## src/pkg/rms_pkg.sv

```systemverilog
// constants, types and functions for the rod move sequencer
// Overview of operation
// momentary rod-in gives timed insert pulse
// settle bus leads and outlasts insert drop
// insert interval sized for one notch
// held rod-in keeps inserting continuously
// emergency-in holds insert bus on
// withdraw starts with short unlatch insert
// then withdraw and settle buses timed
// withdraw drops first; settle end completes
// withdraw runs same if switch released
// withdraw intervals sized for one notch
// timer failure drops all drive buses
// rod-out plus notch-override withdraws continuously
// stabilizing valves follow insert/withdraw buses
// two block channels, either inhibits withdraw
// block mid-withdraw stops at next notch
// refuel trips feed both block channels
// shutdown mode blocks all withdrawal
// power/local monitor upscale or inop blocks
// discharge volume high or bypassed blocks
// minimizer insert and withdraw blocks honoured
// position fault or timer fault blocks
// run mode adds unbypassed downscale blocks
// one rod selected, locked while moving
// insert bus opens both selected insert valves
// withdraw plus settle open both withdraw valves
// settle phase opens only settle valve
// all intervals are configurable cycle counts
package rms_pkg;
  localparam int CW = 16;
  localparam logic [7:0] ADDR_CTRL = 8'h00;
  localparam logic [7:0] ADDR_STATUS = 8'h04;
  localparam logic [7:0] ADDR_INS = 8'h08;
  localparam logic [7:0] ADDR_LEAD = 8'h0c;
  localparam logic [7:0] ADDR_UNL = 8'h10;
  localparam logic [7:0] ADDR_WDR = 8'h14;
  localparam logic [7:0] ADDR_SET = 8'h18;
  localparam logic [7:0] ADDR_TFCNT = 8'h1c;
  localparam logic CTRL_RST = 1'b1;
  // trip vector bit positions, same layout in both channels
  localparam int T_APM_UP = 0;
  localparam int T_APM_INOP = 1;
  localparam int T_LBM_UP = 2;
  localparam int T_LBM_INOP = 3;
  localparam int T_SDV_HIGH = 4;
  localparam int T_SDV_BYP = 5;
  localparam int T_WM_WDR = 6;
  localparam int T_POS_FAIL = 7;
  localparam int T_TMR_FAIL = 8;
  localparam int T_APM_DOWN = 9;
  localparam int T_LBM_DOWN = 10;
  localparam int T_REFUEL = 11;
  localparam int NTRIP = 12;
  typedef enum logic [1:0] {
    MODE_SHUTDOWN = 2'h0,
    MODE_REFUEL = 2'h1,
    MODE_STARTUP = 2'h2,
    MODE_RUN = 2'h3
  } rms_mode_t;
  // gray along insert path except the ST_INS to ST_SETTLE block exit, and within the withdraw phases (ST_W_UNL to ST_W_SET)
  typedef enum logic [2:0] {
    ST_IDLE = 3'h0,
    ST_INS = 3'h1,
    ST_INS_SET = 3'h3,
    ST_SETTLE = 3'h2,
    ST_W_UNL = 3'h6,
    ST_W_DRV = 3'h7,
    ST_W_SET = 3'h5,
    ST_FAULT = 3'h4
  } rms_state_t;
  typedef struct packed {
    logic ins;
    logic wdr;
    logic settle;
  } rms_bus_t;

  // one block channel
  function automatic logic rms_chan_block(input logic [NTRIP-1:0] t, input rms_mode_t m);
    logic b;
    // monitor alarms
    b = t[T_APM_UP] | t[T_APM_INOP] | t[T_LBM_UP] | t[T_LBM_INOP];
    // discharge volume
    b = b | t[T_SDV_HIGH] | t[T_SDV_BYP];
    // minimizer withdraw block
    b = b | t[T_WM_WDR];
    // position and timer faults
    b = b | t[T_POS_FAIL] | t[T_TMR_FAIL];
    // refuel trips joined
    b = b | t[T_REFUEL];
    // run downscale alarms
    if (m == MODE_RUN) begin
      b = b | t[T_APM_DOWN] | t[T_LBM_DOWN];
    end
    // shutdown mode blocks
    if (m == MODE_SHUTDOWN) begin
      b = 1'b1;
    end
    return b;
  endfunction : rms_chan_block

  // bus pattern per state
  function automatic rms_bus_t rms_bus_of(input rms_state_t s);
    rms_bus_t r;
    r = '0;
    case (s)
      // insert pulse
      ST_INS: r.ins = 1'b1;
      // settle overlap
      ST_INS_SET: begin
        r.ins = 1'b1;
        r.settle = 1'b1;
      end
      // unlatch pulse
      ST_W_UNL: r.ins = 1'b1;
      // withdraw with settle
      ST_W_DRV: begin
        r.wdr = 1'b1;
        r.settle = 1'b1;
      end
      // settle only
      ST_SETTLE, ST_W_SET: r.settle = 1'b1;
      default: r = '0;
    endcase
    return r;
  endfunction : rms_bus_of
endpackage : rms_pkg

```

## src/pkg/rms_tmr_if.sv

```systemverilog
// interval timer carrier between sequencer and timer
`timescale 1ns/1ps
interface rms_tmr_if #(parameter int W = 16);
  logic start;
  logic [W-1:0] len;
  logic expire;
  logic fault;
  modport ctl (output start, output len, input expire, input fault);
  modport tmr (input start, input len, output expire, output fault);
endinterface : rms_tmr_if

```

## src/rtl/rms_interval_timer.sv

```systemverilog
// one-shot interval timer with zero-length fault
`timescale 1ns/1ps
module rms_interval_timer #(parameter int W = 16) (
  input wire logic clock_i,
  input wire logic rst_i,
  rms_tmr_if.tmr t
);
  logic [W-1:0] cnt_q;
  logic busy_q;
  logic exp_q;
  logic flt_q;

  assign t.expire = exp_q;
  assign t.fault = flt_q;

  // expire pulses one cycle after the count reaches one
  always_ff @(posedge clock_i) begin
    if (rst_i) begin
      cnt_q <= '0;
      busy_q <= 1'b0;
      exp_q <= 1'b0;
    end else if (t.start) begin
      cnt_q <= t.len;
      busy_q <= (t.len != '0);
      exp_q <= 1'b0;
    end else if (busy_q) begin
      cnt_q <= cnt_q - 1'b1;
      busy_q <= (cnt_q > W'(1));
      exp_q <= (cnt_q == W'(1));
    end else begin
      exp_q <= 1'b0;
    end
  end

  // a zero interval would never end: report it as failed
  always_ff @(posedge clock_i) begin
    if (rst_i) begin
      flt_q <= 1'b0;
    end else begin
      flt_q <= t.start && (t.len == '0);
    end
  end
endmodule : rms_interval_timer

```

## src/rtl/rms_sequencer.sv

```systemverilog
// rod move sequencer, block logic and apb registers
`timescale 1ns/1ps
module rms_sequencer #(
  parameter int NROD = 16,
  parameter int SW = 4,
  parameter logic [15:0] INS_CYC = 16'h0fa0,
  parameter logic [15:0] LEAD_CYC = 16'h0190,
  parameter logic [15:0] UNL_CYC = 16'h0320,
  parameter logic [15:0] WDR_CYC = 16'h0fa0,
  parameter logic [15:0] SET_CYC = 16'h0c80
) (
  input wire logic clock_i,
  input wire logic rst_i,
  input wire logic psel_i,
  input wire logic penable_i,
  input wire logic pwrite_i,
  input wire logic [7:0] paddr_i,
  input wire logic [31:0] pwdata_i,
  output logic [31:0] prdata_o,
  output logic pready_o,
  output logic pslverr_o,
  input wire logic sel_req_i,
  input wire logic [SW-1:0] sel_idx_i,
  input wire logic rod_in_i,
  input wire logic rod_out_i,
  input wire logic emerg_in_i,
  input wire logic notch_ovr_i,
  input wire rms_pkg::rms_mode_t mode_i,
  input wire logic [rms_pkg::NTRIP-1:0] trip_a_i,
  input wire logic [rms_pkg::NTRIP-1:0] trip_b_i,
  input wire logic wm_ins_block_i,
  output logic ins_bus_o,
  output logic wdr_bus_o,
  output logic settle_bus_o,
  output logic stab_ins_o,
  output logic stab_wdr_o,
  output logic [2*NROD-1:0] ins_valve_o,
  output logic [NROD-1:0] wdr_valve_o,
  output logic [NROD-1:0] settle_valve_o,
  output logic block_a_o,
  output logic block_b_o,
  output logic sel_valid_o,
  output logic [SW-1:0] sel_idx_o
);
  import rms_pkg::*;

  rms_tmr_if #(.W(CW)) tif ();

  rms_interval_timer #(.W(CW)) u_tmr (
    .clock_i(clock_i),
    .rst_i(rst_i),
    .t(tif)
  );

  rms_state_t state_q;
  rms_state_t state_d;
  logic reload;
  logic out_q;
  logic en_q;
  logic [CW-1:0] ins_q;
  logic [CW-1:0] lead_q;
  logic [CW-1:0] unl_q;
  logic [CW-1:0] wdr_q;
  logic [CW-1:0] set_q;
  logic [CW-1:0] tfcnt_q;
  logic sel_valid_q;
  logic [SW-1:0] sel_q;
  logic blk_a;
  logic blk_b;
  logic wdr_blk;
  logic ins_req;
  logic out_press;
  logic cont_wdr;
  logic moving;
  rms_bus_t bus_d;
  logic acc;
  logic wr_acc;
  logic [31:0] rdata;
  logic hit;

  // two channels
  assign blk_a = rms_chan_block(trip_a_i, mode_i);
  assign blk_b = rms_chan_block(trip_b_i, mode_i);
  // either channel inhibits
  assign wdr_blk = blk_a | blk_b;
  assign ins_req = rod_in_i | emerg_in_i;
  assign out_press = rod_out_i & ~out_q;
  // continuous withdraw
  assign cont_wdr = rod_out_i & notch_ovr_i;
  assign moving = (state_q != ST_IDLE);

  // edge memory so a held rod-out without notch override gives only one notch
  always_ff @(posedge clock_i) begin
    if (rst_i) begin
      out_q <= 1'b0;
    end else begin
      out_q <= rod_out_i;
    end
  end

  // selection lock
  always_ff @(posedge clock_i) begin
    if (rst_i) begin
      sel_valid_q <= 1'b0;
      sel_q <= '0;
    end else if (sel_req_i && !moving && state_d == ST_IDLE) begin
      sel_valid_q <= 1'b1;
      sel_q <= sel_idx_i;
    end
  end

  always_comb begin
    state_d = state_q;
    reload = 1'b0;
    case (state_q)
      ST_IDLE: begin
        if (en_q && sel_valid_q && ins_req && !wm_ins_block_i) begin
          state_d = ST_INS;
        end else if (en_q && sel_valid_q && out_press && !wdr_blk) begin
          state_d = ST_W_UNL;
        end
      end
      ST_INS: begin
        // insert block
        if (wm_ins_block_i) begin
          state_d = ST_SETTLE;
        // held switch restarts interval
        end else if (ins_req) begin
          reload = 1'b1;
        // notch interval end
        end else if (tif.expire) begin
          state_d = ST_INS_SET;
        end
      end
      ST_INS_SET: begin
        // settle outlasts insert
        if (tif.expire || wm_ins_block_i) begin
          state_d = ST_SETTLE;
        end
      end
      ST_SETTLE: begin
        if (tif.expire) begin
          state_d = ST_IDLE;
        end
      end
      ST_W_UNL: begin
        // withdraw after unlatch
        if (tif.expire) begin
          state_d = ST_W_DRV;
        end
      end
      ST_W_DRV: begin
        // notch ends on timer only
        if (tif.expire) begin
          // block ends at notch
          if (cont_wdr && !wdr_blk) begin
            reload = 1'b1;
          end else begin
            // withdraw drops first
            state_d = ST_W_SET;
          end
        end
      end
      ST_W_SET: begin
        // settle end completes
        if (tif.expire) begin
          state_d = ST_IDLE;
        end
      end
      ST_FAULT: begin
        if (!ins_req && !rod_out_i && !notch_ovr_i) begin
          state_d = ST_IDLE;
        end
      end
      default: state_d = ST_FAULT;
    endcase
    // timer failure stops drive
    if (tif.fault) begin
      state_d = ST_FAULT;
      reload = 1'b0;
    end
  end

  // start the timer on every phase entry or reload
  always_comb begin
    tif.start = reload || (state_d != state_q);
    case (state_d)
      // configurable counts
      ST_INS: tif.len = ins_q - lead_q;
      ST_INS_SET: tif.len = lead_q;
      ST_W_UNL: tif.len = unl_q;
      ST_W_DRV: tif.len = wdr_q;
      ST_SETTLE, ST_W_SET: tif.len = set_q;
      default: tif.len = CW'(1);
    endcase
    if (state_d == ST_IDLE || state_d == ST_FAULT) begin
      tif.start = 1'b0;
    end
  end

  always_ff @(posedge clock_i) begin
    if (rst_i) begin
      state_q <= ST_IDLE;
    end else begin
      state_q <= state_d;
    end
  end

  always_comb begin
    bus_d = rms_bus_of(state_d);
    // zero interval drives nothing
    if (tif.start && tif.len == '0) begin
      bus_d = '0;
    end
  end

  // outputs registered from next state so they align with it
  always_ff @(posedge clock_i) begin
    if (rst_i) begin
      ins_bus_o <= 1'b0;
      wdr_bus_o <= 1'b0;
      settle_bus_o <= 1'b0;
      stab_ins_o <= 1'b0;
      stab_wdr_o <= 1'b0;
    end else begin
      ins_bus_o <= bus_d.ins;
      wdr_bus_o <= bus_d.wdr;
      settle_bus_o <= bus_d.settle;
      // stabilizing valves follow
      stab_ins_o <= bus_d.ins;
      stab_wdr_o <= bus_d.wdr;
    end
  end

  // valves only on the selected rod
  always_ff @(posedge clock_i) begin
    if (rst_i) begin
      ins_valve_o <= '0;
      wdr_valve_o <= '0;
      settle_valve_o <= '0;
    end else begin
      ins_valve_o <= '0;
      wdr_valve_o <= '0;
      settle_valve_o <= '0;
      if (sel_valid_q) begin
        // both insert valves
        ins_valve_o[2*sel_q] <= bus_d.ins;
        ins_valve_o[2*sel_q+1] <= bus_d.ins;
        // withdraw needs both buses
        wdr_valve_o[sel_q] <= bus_d.wdr & bus_d.settle;
        // settle valve alone
        settle_valve_o[sel_q] <= bus_d.settle;
      end
    end
  end

  always_ff @(posedge clock_i) begin
    if (rst_i) begin
      block_a_o <= 1'b0;
      block_b_o <= 1'b0;
      sel_valid_o <= 1'b0;
      sel_idx_o <= '0;
    end else begin
      block_a_o <= blk_a;
      block_b_o <= blk_b;
      sel_valid_o <= sel_valid_q;
      sel_idx_o <= sel_q;
    end
  end

  // timer failures seen since reset, saturating
  always_ff @(posedge clock_i) begin
    if (rst_i) begin
      tfcnt_q <= '0;
    end else if (tif.fault && tfcnt_q != '1) begin
      tfcnt_q <= tfcnt_q + 1'b1;
    end
  end

  // apb: pready rises one cycle into the access phase
  assign acc = psel_i && penable_i && pready_o;
  assign wr_acc = acc && pwrite_i;

  always_comb begin
    rdata = '0;
    hit = 1'b1;
    case (paddr_i)
      ADDR_CTRL: rdata[0] = en_q;
      ADDR_STATUS: rdata = {{(32-9-SW){1'b0}}, sel_q, sel_valid_q, blk_b, blk_a,
                            settle_bus_o, wdr_bus_o, ins_bus_o, 3'(state_q)};
      ADDR_INS: rdata[CW-1:0] = ins_q;
      ADDR_LEAD: rdata[CW-1:0] = lead_q;
      ADDR_UNL: rdata[CW-1:0] = unl_q;
      ADDR_WDR: rdata[CW-1:0] = wdr_q;
      ADDR_SET: rdata[CW-1:0] = set_q;
      ADDR_TFCNT: rdata[CW-1:0] = tfcnt_q;
      default: hit = 1'b0;
    endcase
  end

  always_ff @(posedge clock_i) begin
    if (rst_i) begin
      pready_o <= 1'b0;
      prdata_o <= '0;
      pslverr_o <= 1'b0;
    end else begin
      pready_o <= psel_i && penable_i && !pready_o;
      pslverr_o <= psel_i && penable_i && !pready_o && !hit;
      if (psel_i && penable_i && !pready_o && !pwrite_i) begin
        prdata_o <= rdata;
      end
    end
  end

  // timing writes take effect at once; changing them mid-cycle
  // alters only phases not yet started
  always_ff @(posedge clock_i) begin
    if (rst_i) begin
      en_q <= CTRL_RST;
      ins_q <= INS_CYC;
      lead_q <= LEAD_CYC;
      unl_q <= UNL_CYC;
      wdr_q <= WDR_CYC;
      set_q <= SET_CYC;
    end else if (wr_acc) begin
      case (paddr_i)
        ADDR_CTRL: en_q <= pwdata_i[0];
        ADDR_INS: ins_q <= pwdata_i[CW-1:0];
        ADDR_LEAD: lead_q <= pwdata_i[CW-1:0];
        ADDR_UNL: unl_q <= pwdata_i[CW-1:0];
        ADDR_WDR: wdr_q <= pwdata_i[CW-1:0];
        ADDR_SET: set_q <= pwdata_i[CW-1:0];
        default: en_q <= en_q;
      endcase
    end
  end
endmodule : rms_sequencer

```

## config.mk

```make
export PLATFORM = sky130hd
export DESIGN_NAME = rms_sequencer
export DESIGN_NICKNAME = d
export VERILOG_FILES = /design/src/pkg/rms_pkg.sv /design/src/pkg/rms_tmr_if.sv /design/src/rtl/rms_interval_timer.sv /design/src/rtl/rms_sequencer.sv
export SDC_FILE = /design/constraint.sdc
export NUM_CORES = 1
export LEC_CHECK = 0
export BUFFER_PORTS_ARGS = -buffer_cell sky130_fd_sc_hd__clkbuf_2
export CAP_MARGIN = 10
export CORE_UTILIZATION = 62
export CTS_BUF_LIST = sky130_fd_sc_hd__clkbuf_8
export DETAILED_ROUTE_END_ITERATION = 10
export GPL_ROUTABILITY_DRIVEN = 0
export PLACE_DENSITY = 0.94
export RECOVER_POWER = 25
export SLEW_MARGIN = 5
export SYNTH_ARGS = -nofsm -noshare
export SYNTH_HDL_FRONTEND = slang
export SYNTH_SLANG_ARGS = --single-unit
```

## constraint.sdc

```tcl
create_clock -name clock_i -period 11.31 [get_ports clock_i]
set_input_delay 1.131 -clock clock_i [delete_from_list [all_inputs] [get_ports clock_i]]
set_output_delay 1.131 -clock clock_i [all_outputs]
set_load 0.05 [all_outputs]
```

==> impl_results.md <==
* Status: complete, but fails checks
* Violated checks: capacitance limit, slew limit
* Hold Path Class: reg -> reg
* Most numerous cell in the Yosys netlist: dfxtp_1
* Slew Viols, Final at 155
* Post-route minimum period at 5.91 ns
* Crit-path cells: clkbuf_1 > clkbuf_1 > nor3_1 > and2_1
* Fmax at approximately 0.17 GHz
* Leakage at ~0.0044 uW
* # fillers at 1148
* Max-cap viol count at 2
* Final std cells w/o fill at approximately 1600
* Drt total wl at approximately 33000 um
* Chip height at 131 um
* Syn avg cell area at roughly 8.3 um2
* CP Capture Type: flop
* Comb power frac at 13.3%
* Vias post-DR at between 10000 and 15000
* Unrepaired setup endpoints after global routing: no
* P&R area growth vs syn at 14.0%
* Hold Fails Final Rpt at 0
* Total power per unit cell area at between 100 and 150 mW/mm2
* Total gr overflow at 0
* Clock Skew at about 0.032 ns
* Final worst-path cycle share at between 50% and 60%
* Iter 0 DRT Violations at approximately 1800
* Largest net degree at the start of global routing at 81
* Final WS setup at roughly 5.4 ns
* CTS tree: done
* Post-cts hold buffer count at 0
* GRT met2 Usage at 60.4%
* Pre-CTS setup slack at roughly 5.6 ns
* CP startpoint kind: primary input
* Most used flip-flop cell after synthesis: dfxtp_1
* Top cell type's share of synthesized area at 42.4%
* CP peak stage delay at 2.45 ns
* Port Buffers at 158
* Number of buffers created by CTS at 36
* Worst reg-to-reg setup slack at about 6.6 ns
* Crit path max fanout at 80
* Area contributors post-synth: dfxtp_1 (42%), nand2_1 (7.7%), a21oi_1 (3.8%)
* H-tree level count at 2
* # diodes at 0
* Number of setup buffers added after CTS at 0
* Die width at between 100 and 150 um
* Clock-pin transition on the worst setup and hold timing paths at around 0.06 ns
* Setup Crit Path Kind: in -> reg
* Flop pwr share at a little under half
* Io pins at ~190
* CP Data Arrival Time at 6.36 ns
* P_sw at ~500 uW
* Core Region at around 0.016 mm2
* Rows at between 40 and 50
* Hold_ws at 0.472 ns
* Placed cells at between 1500 and 2000
* Buffers and inverters on the worst path at 2
* Most frequent cell on the critical path: clkbuf_1
* Count of flip-flops with a built-in enable after synthesis at 0
* Routed len/inst at just over 20 um
* Drt first pass iters at 7
* Global-route wire length before repair at 50500 um
* Met1 Use GR at 44.8%
* Peak supply drop at 102 uV
* Final TNS setup at 0 ns
* Met3 Resource Use GR at a little under an eighth
* Vias in the first global route at 10000
* Clock sink total at between 200 and 250
* Synth cell count leaders: dfxtp_1 (217), nand2_1 (209), nor2_1 (91)
* Starting density of the core at ~64%
* Slowest CP cell: clkbuf_1
* # setup viols final at 0
* Post-route ant nets at 0
* CTS resizes at 0
* Top delay family on crit path: buffers and inverters
* Root Buffer Master: clkbuf_8
* Post-Synthesis Cell Area at a little over 0.01 mm2
* CP required at 11.76 ns
* Slew headroom at -120%
* Clock network power share at about two fifths
* GRT Util Overall at 38.4%
* Leading area contributor after synthesis: dfxtp_1
* Clock latency on the worst-skew pair at roughly 0.56 ns
* Worst slew pin tran at between 3 and 4 ns
* Register area share after synthesis at 42.4%
* Nets at between 1000 and 1500
* HPWL Detailed at ~21000 um
* Most Crowded Layer GR: met2
* Switching share of power at about 29%
* Initial antenna violation count at 0
* YS warnings at 0
* Die ar. at 0.0171 mm2
* Cells after Synth at between 1000 and 1500
* Share of flip-flops with an asynchronous set or reset at 0%
* DRC errors left at 0
* Via-per-instance ratio at 6.56
* Register bit total from synthesis at between 200 and 250
* Maximum clock path buffer count at 3
* Share of cells above drive strength 1 at roughly 14%
* Synth cell types at 80
* Internal at ~1200 uW
==> flip-flops by register name, summed over array words and instances (netlist names), 3 cells and up <==
name / cells
ins_q: 16
wdr_valve_o: 16
settle_valve_o: 16
wdr_q: 16
lead_q: 16
prdata_o: 16
set_q: 16
unl_q: 16
tfcnt_q: 16
state_q: 3
sel_q: 4
sel_idx_o: 4
u_tmr.cnt_q: 16
ins_valve_o: 32
==> tightest hold or removal path: cells and delay by family, from the launching register on <==
kind            cells  cell delay [ns]
flops               1             0.32
compound gates      1             0.05
simple gates        1             0.05
==> cell families (layout without fill, tap and decap cells) <==
kind of cell / count (synthesis) / after routing / share of synthesized area [%]
other: 1 / 16 / 0.0366
buffers and inverters: 128 / 262 / 5.76
DFF: 217 / 217 / 42.4
adders and majority gates: 19 / 19 / 2.39
muxes: 23 / 23 / 2.25
AOI/OAI and AO/OA: 280 / 280 / 19.1
xor gates and xnor gates: 35 / 35 / 2.99
and+or+nand+nor: 529 / 529 / 25.1
==> metrics by stage <==
step / total power (uW) / util, % / cell area (um2)
global route: 1780 / 73.1 / 11700
finish: 1730 / 73.1 / 11700
floorplan: 992 / - / 10300
CTS: 1720 / 73.5 / 11800
global placement: 1040 / 69.1 / 11100
detailed placement: 1050 / 69.1 / 11100
==> path summary, 6_finish.rpt <==
path,startpoint,end,depth (start not counted)
max,rst_i,pslverr_o,4
min,wdr_q[15],wdr_q[15],2
max reg2reg,u_tmr.t.expire,u_tmr.busy_q,11
min reg2reg,wdr_q[15],wdr_q[15],2
==> power groups by stage <==
stage	clock (uW)	sequential, uW	combinational [uW]
after global routing	720	822	243
after global placement	0	830	212
final	684	820	230
after detailed placement	0	832	217
after floorplan	0	831	162
after CTS	681	817	222
==> area by class of cell <==
cell class	instances	area, um2	area share (%)
inverters	27	101	0.867
clock buffers	43	592	5.06
multi-input cells	902	5430	46.5
flip-flops and latches	217	4340	37.2
clock inverters	18	116	0.995
repair buffers	174	836	7.15
well taps	216	270	2.31
==> routing by layer <==
metal,vias to the layer above,share of wire (%)
met5,-,0
li1,4636,-
met4,0,7.4
met2,817,45
met1,4774,35
met3,247,12
==> layout by cell type, fill, tap and decap left out, types with 5 or more instances in the layout <==
cell,instances
a211o_1,6
a211oi_1,21
a21oi_1,77
a221oi_1,17
a22o_1,10
a22oi_1,43
a31oi_1,6
a32o_1,6
and2_1,8
and3_1,10
buf_4,14
clkbuf_1,61
clkbuf_2,98
clkbuf_8,43
conb_1,16
dfxtp_1,217
ha_1,18
inv_1,39
mux2i_1,23
nand2_1,209
nand2b_1,5
nand3_1,38
nand3b_1,19
nor2_1,90
nor2b_1,18
nor3_1,55
nor3_2,13
nor4_1,28
o21a_1,7
o21ai_0,28
or3_1,6
xnor2_1,20
xor2_1,15
(Power assumes the default switching activity.)
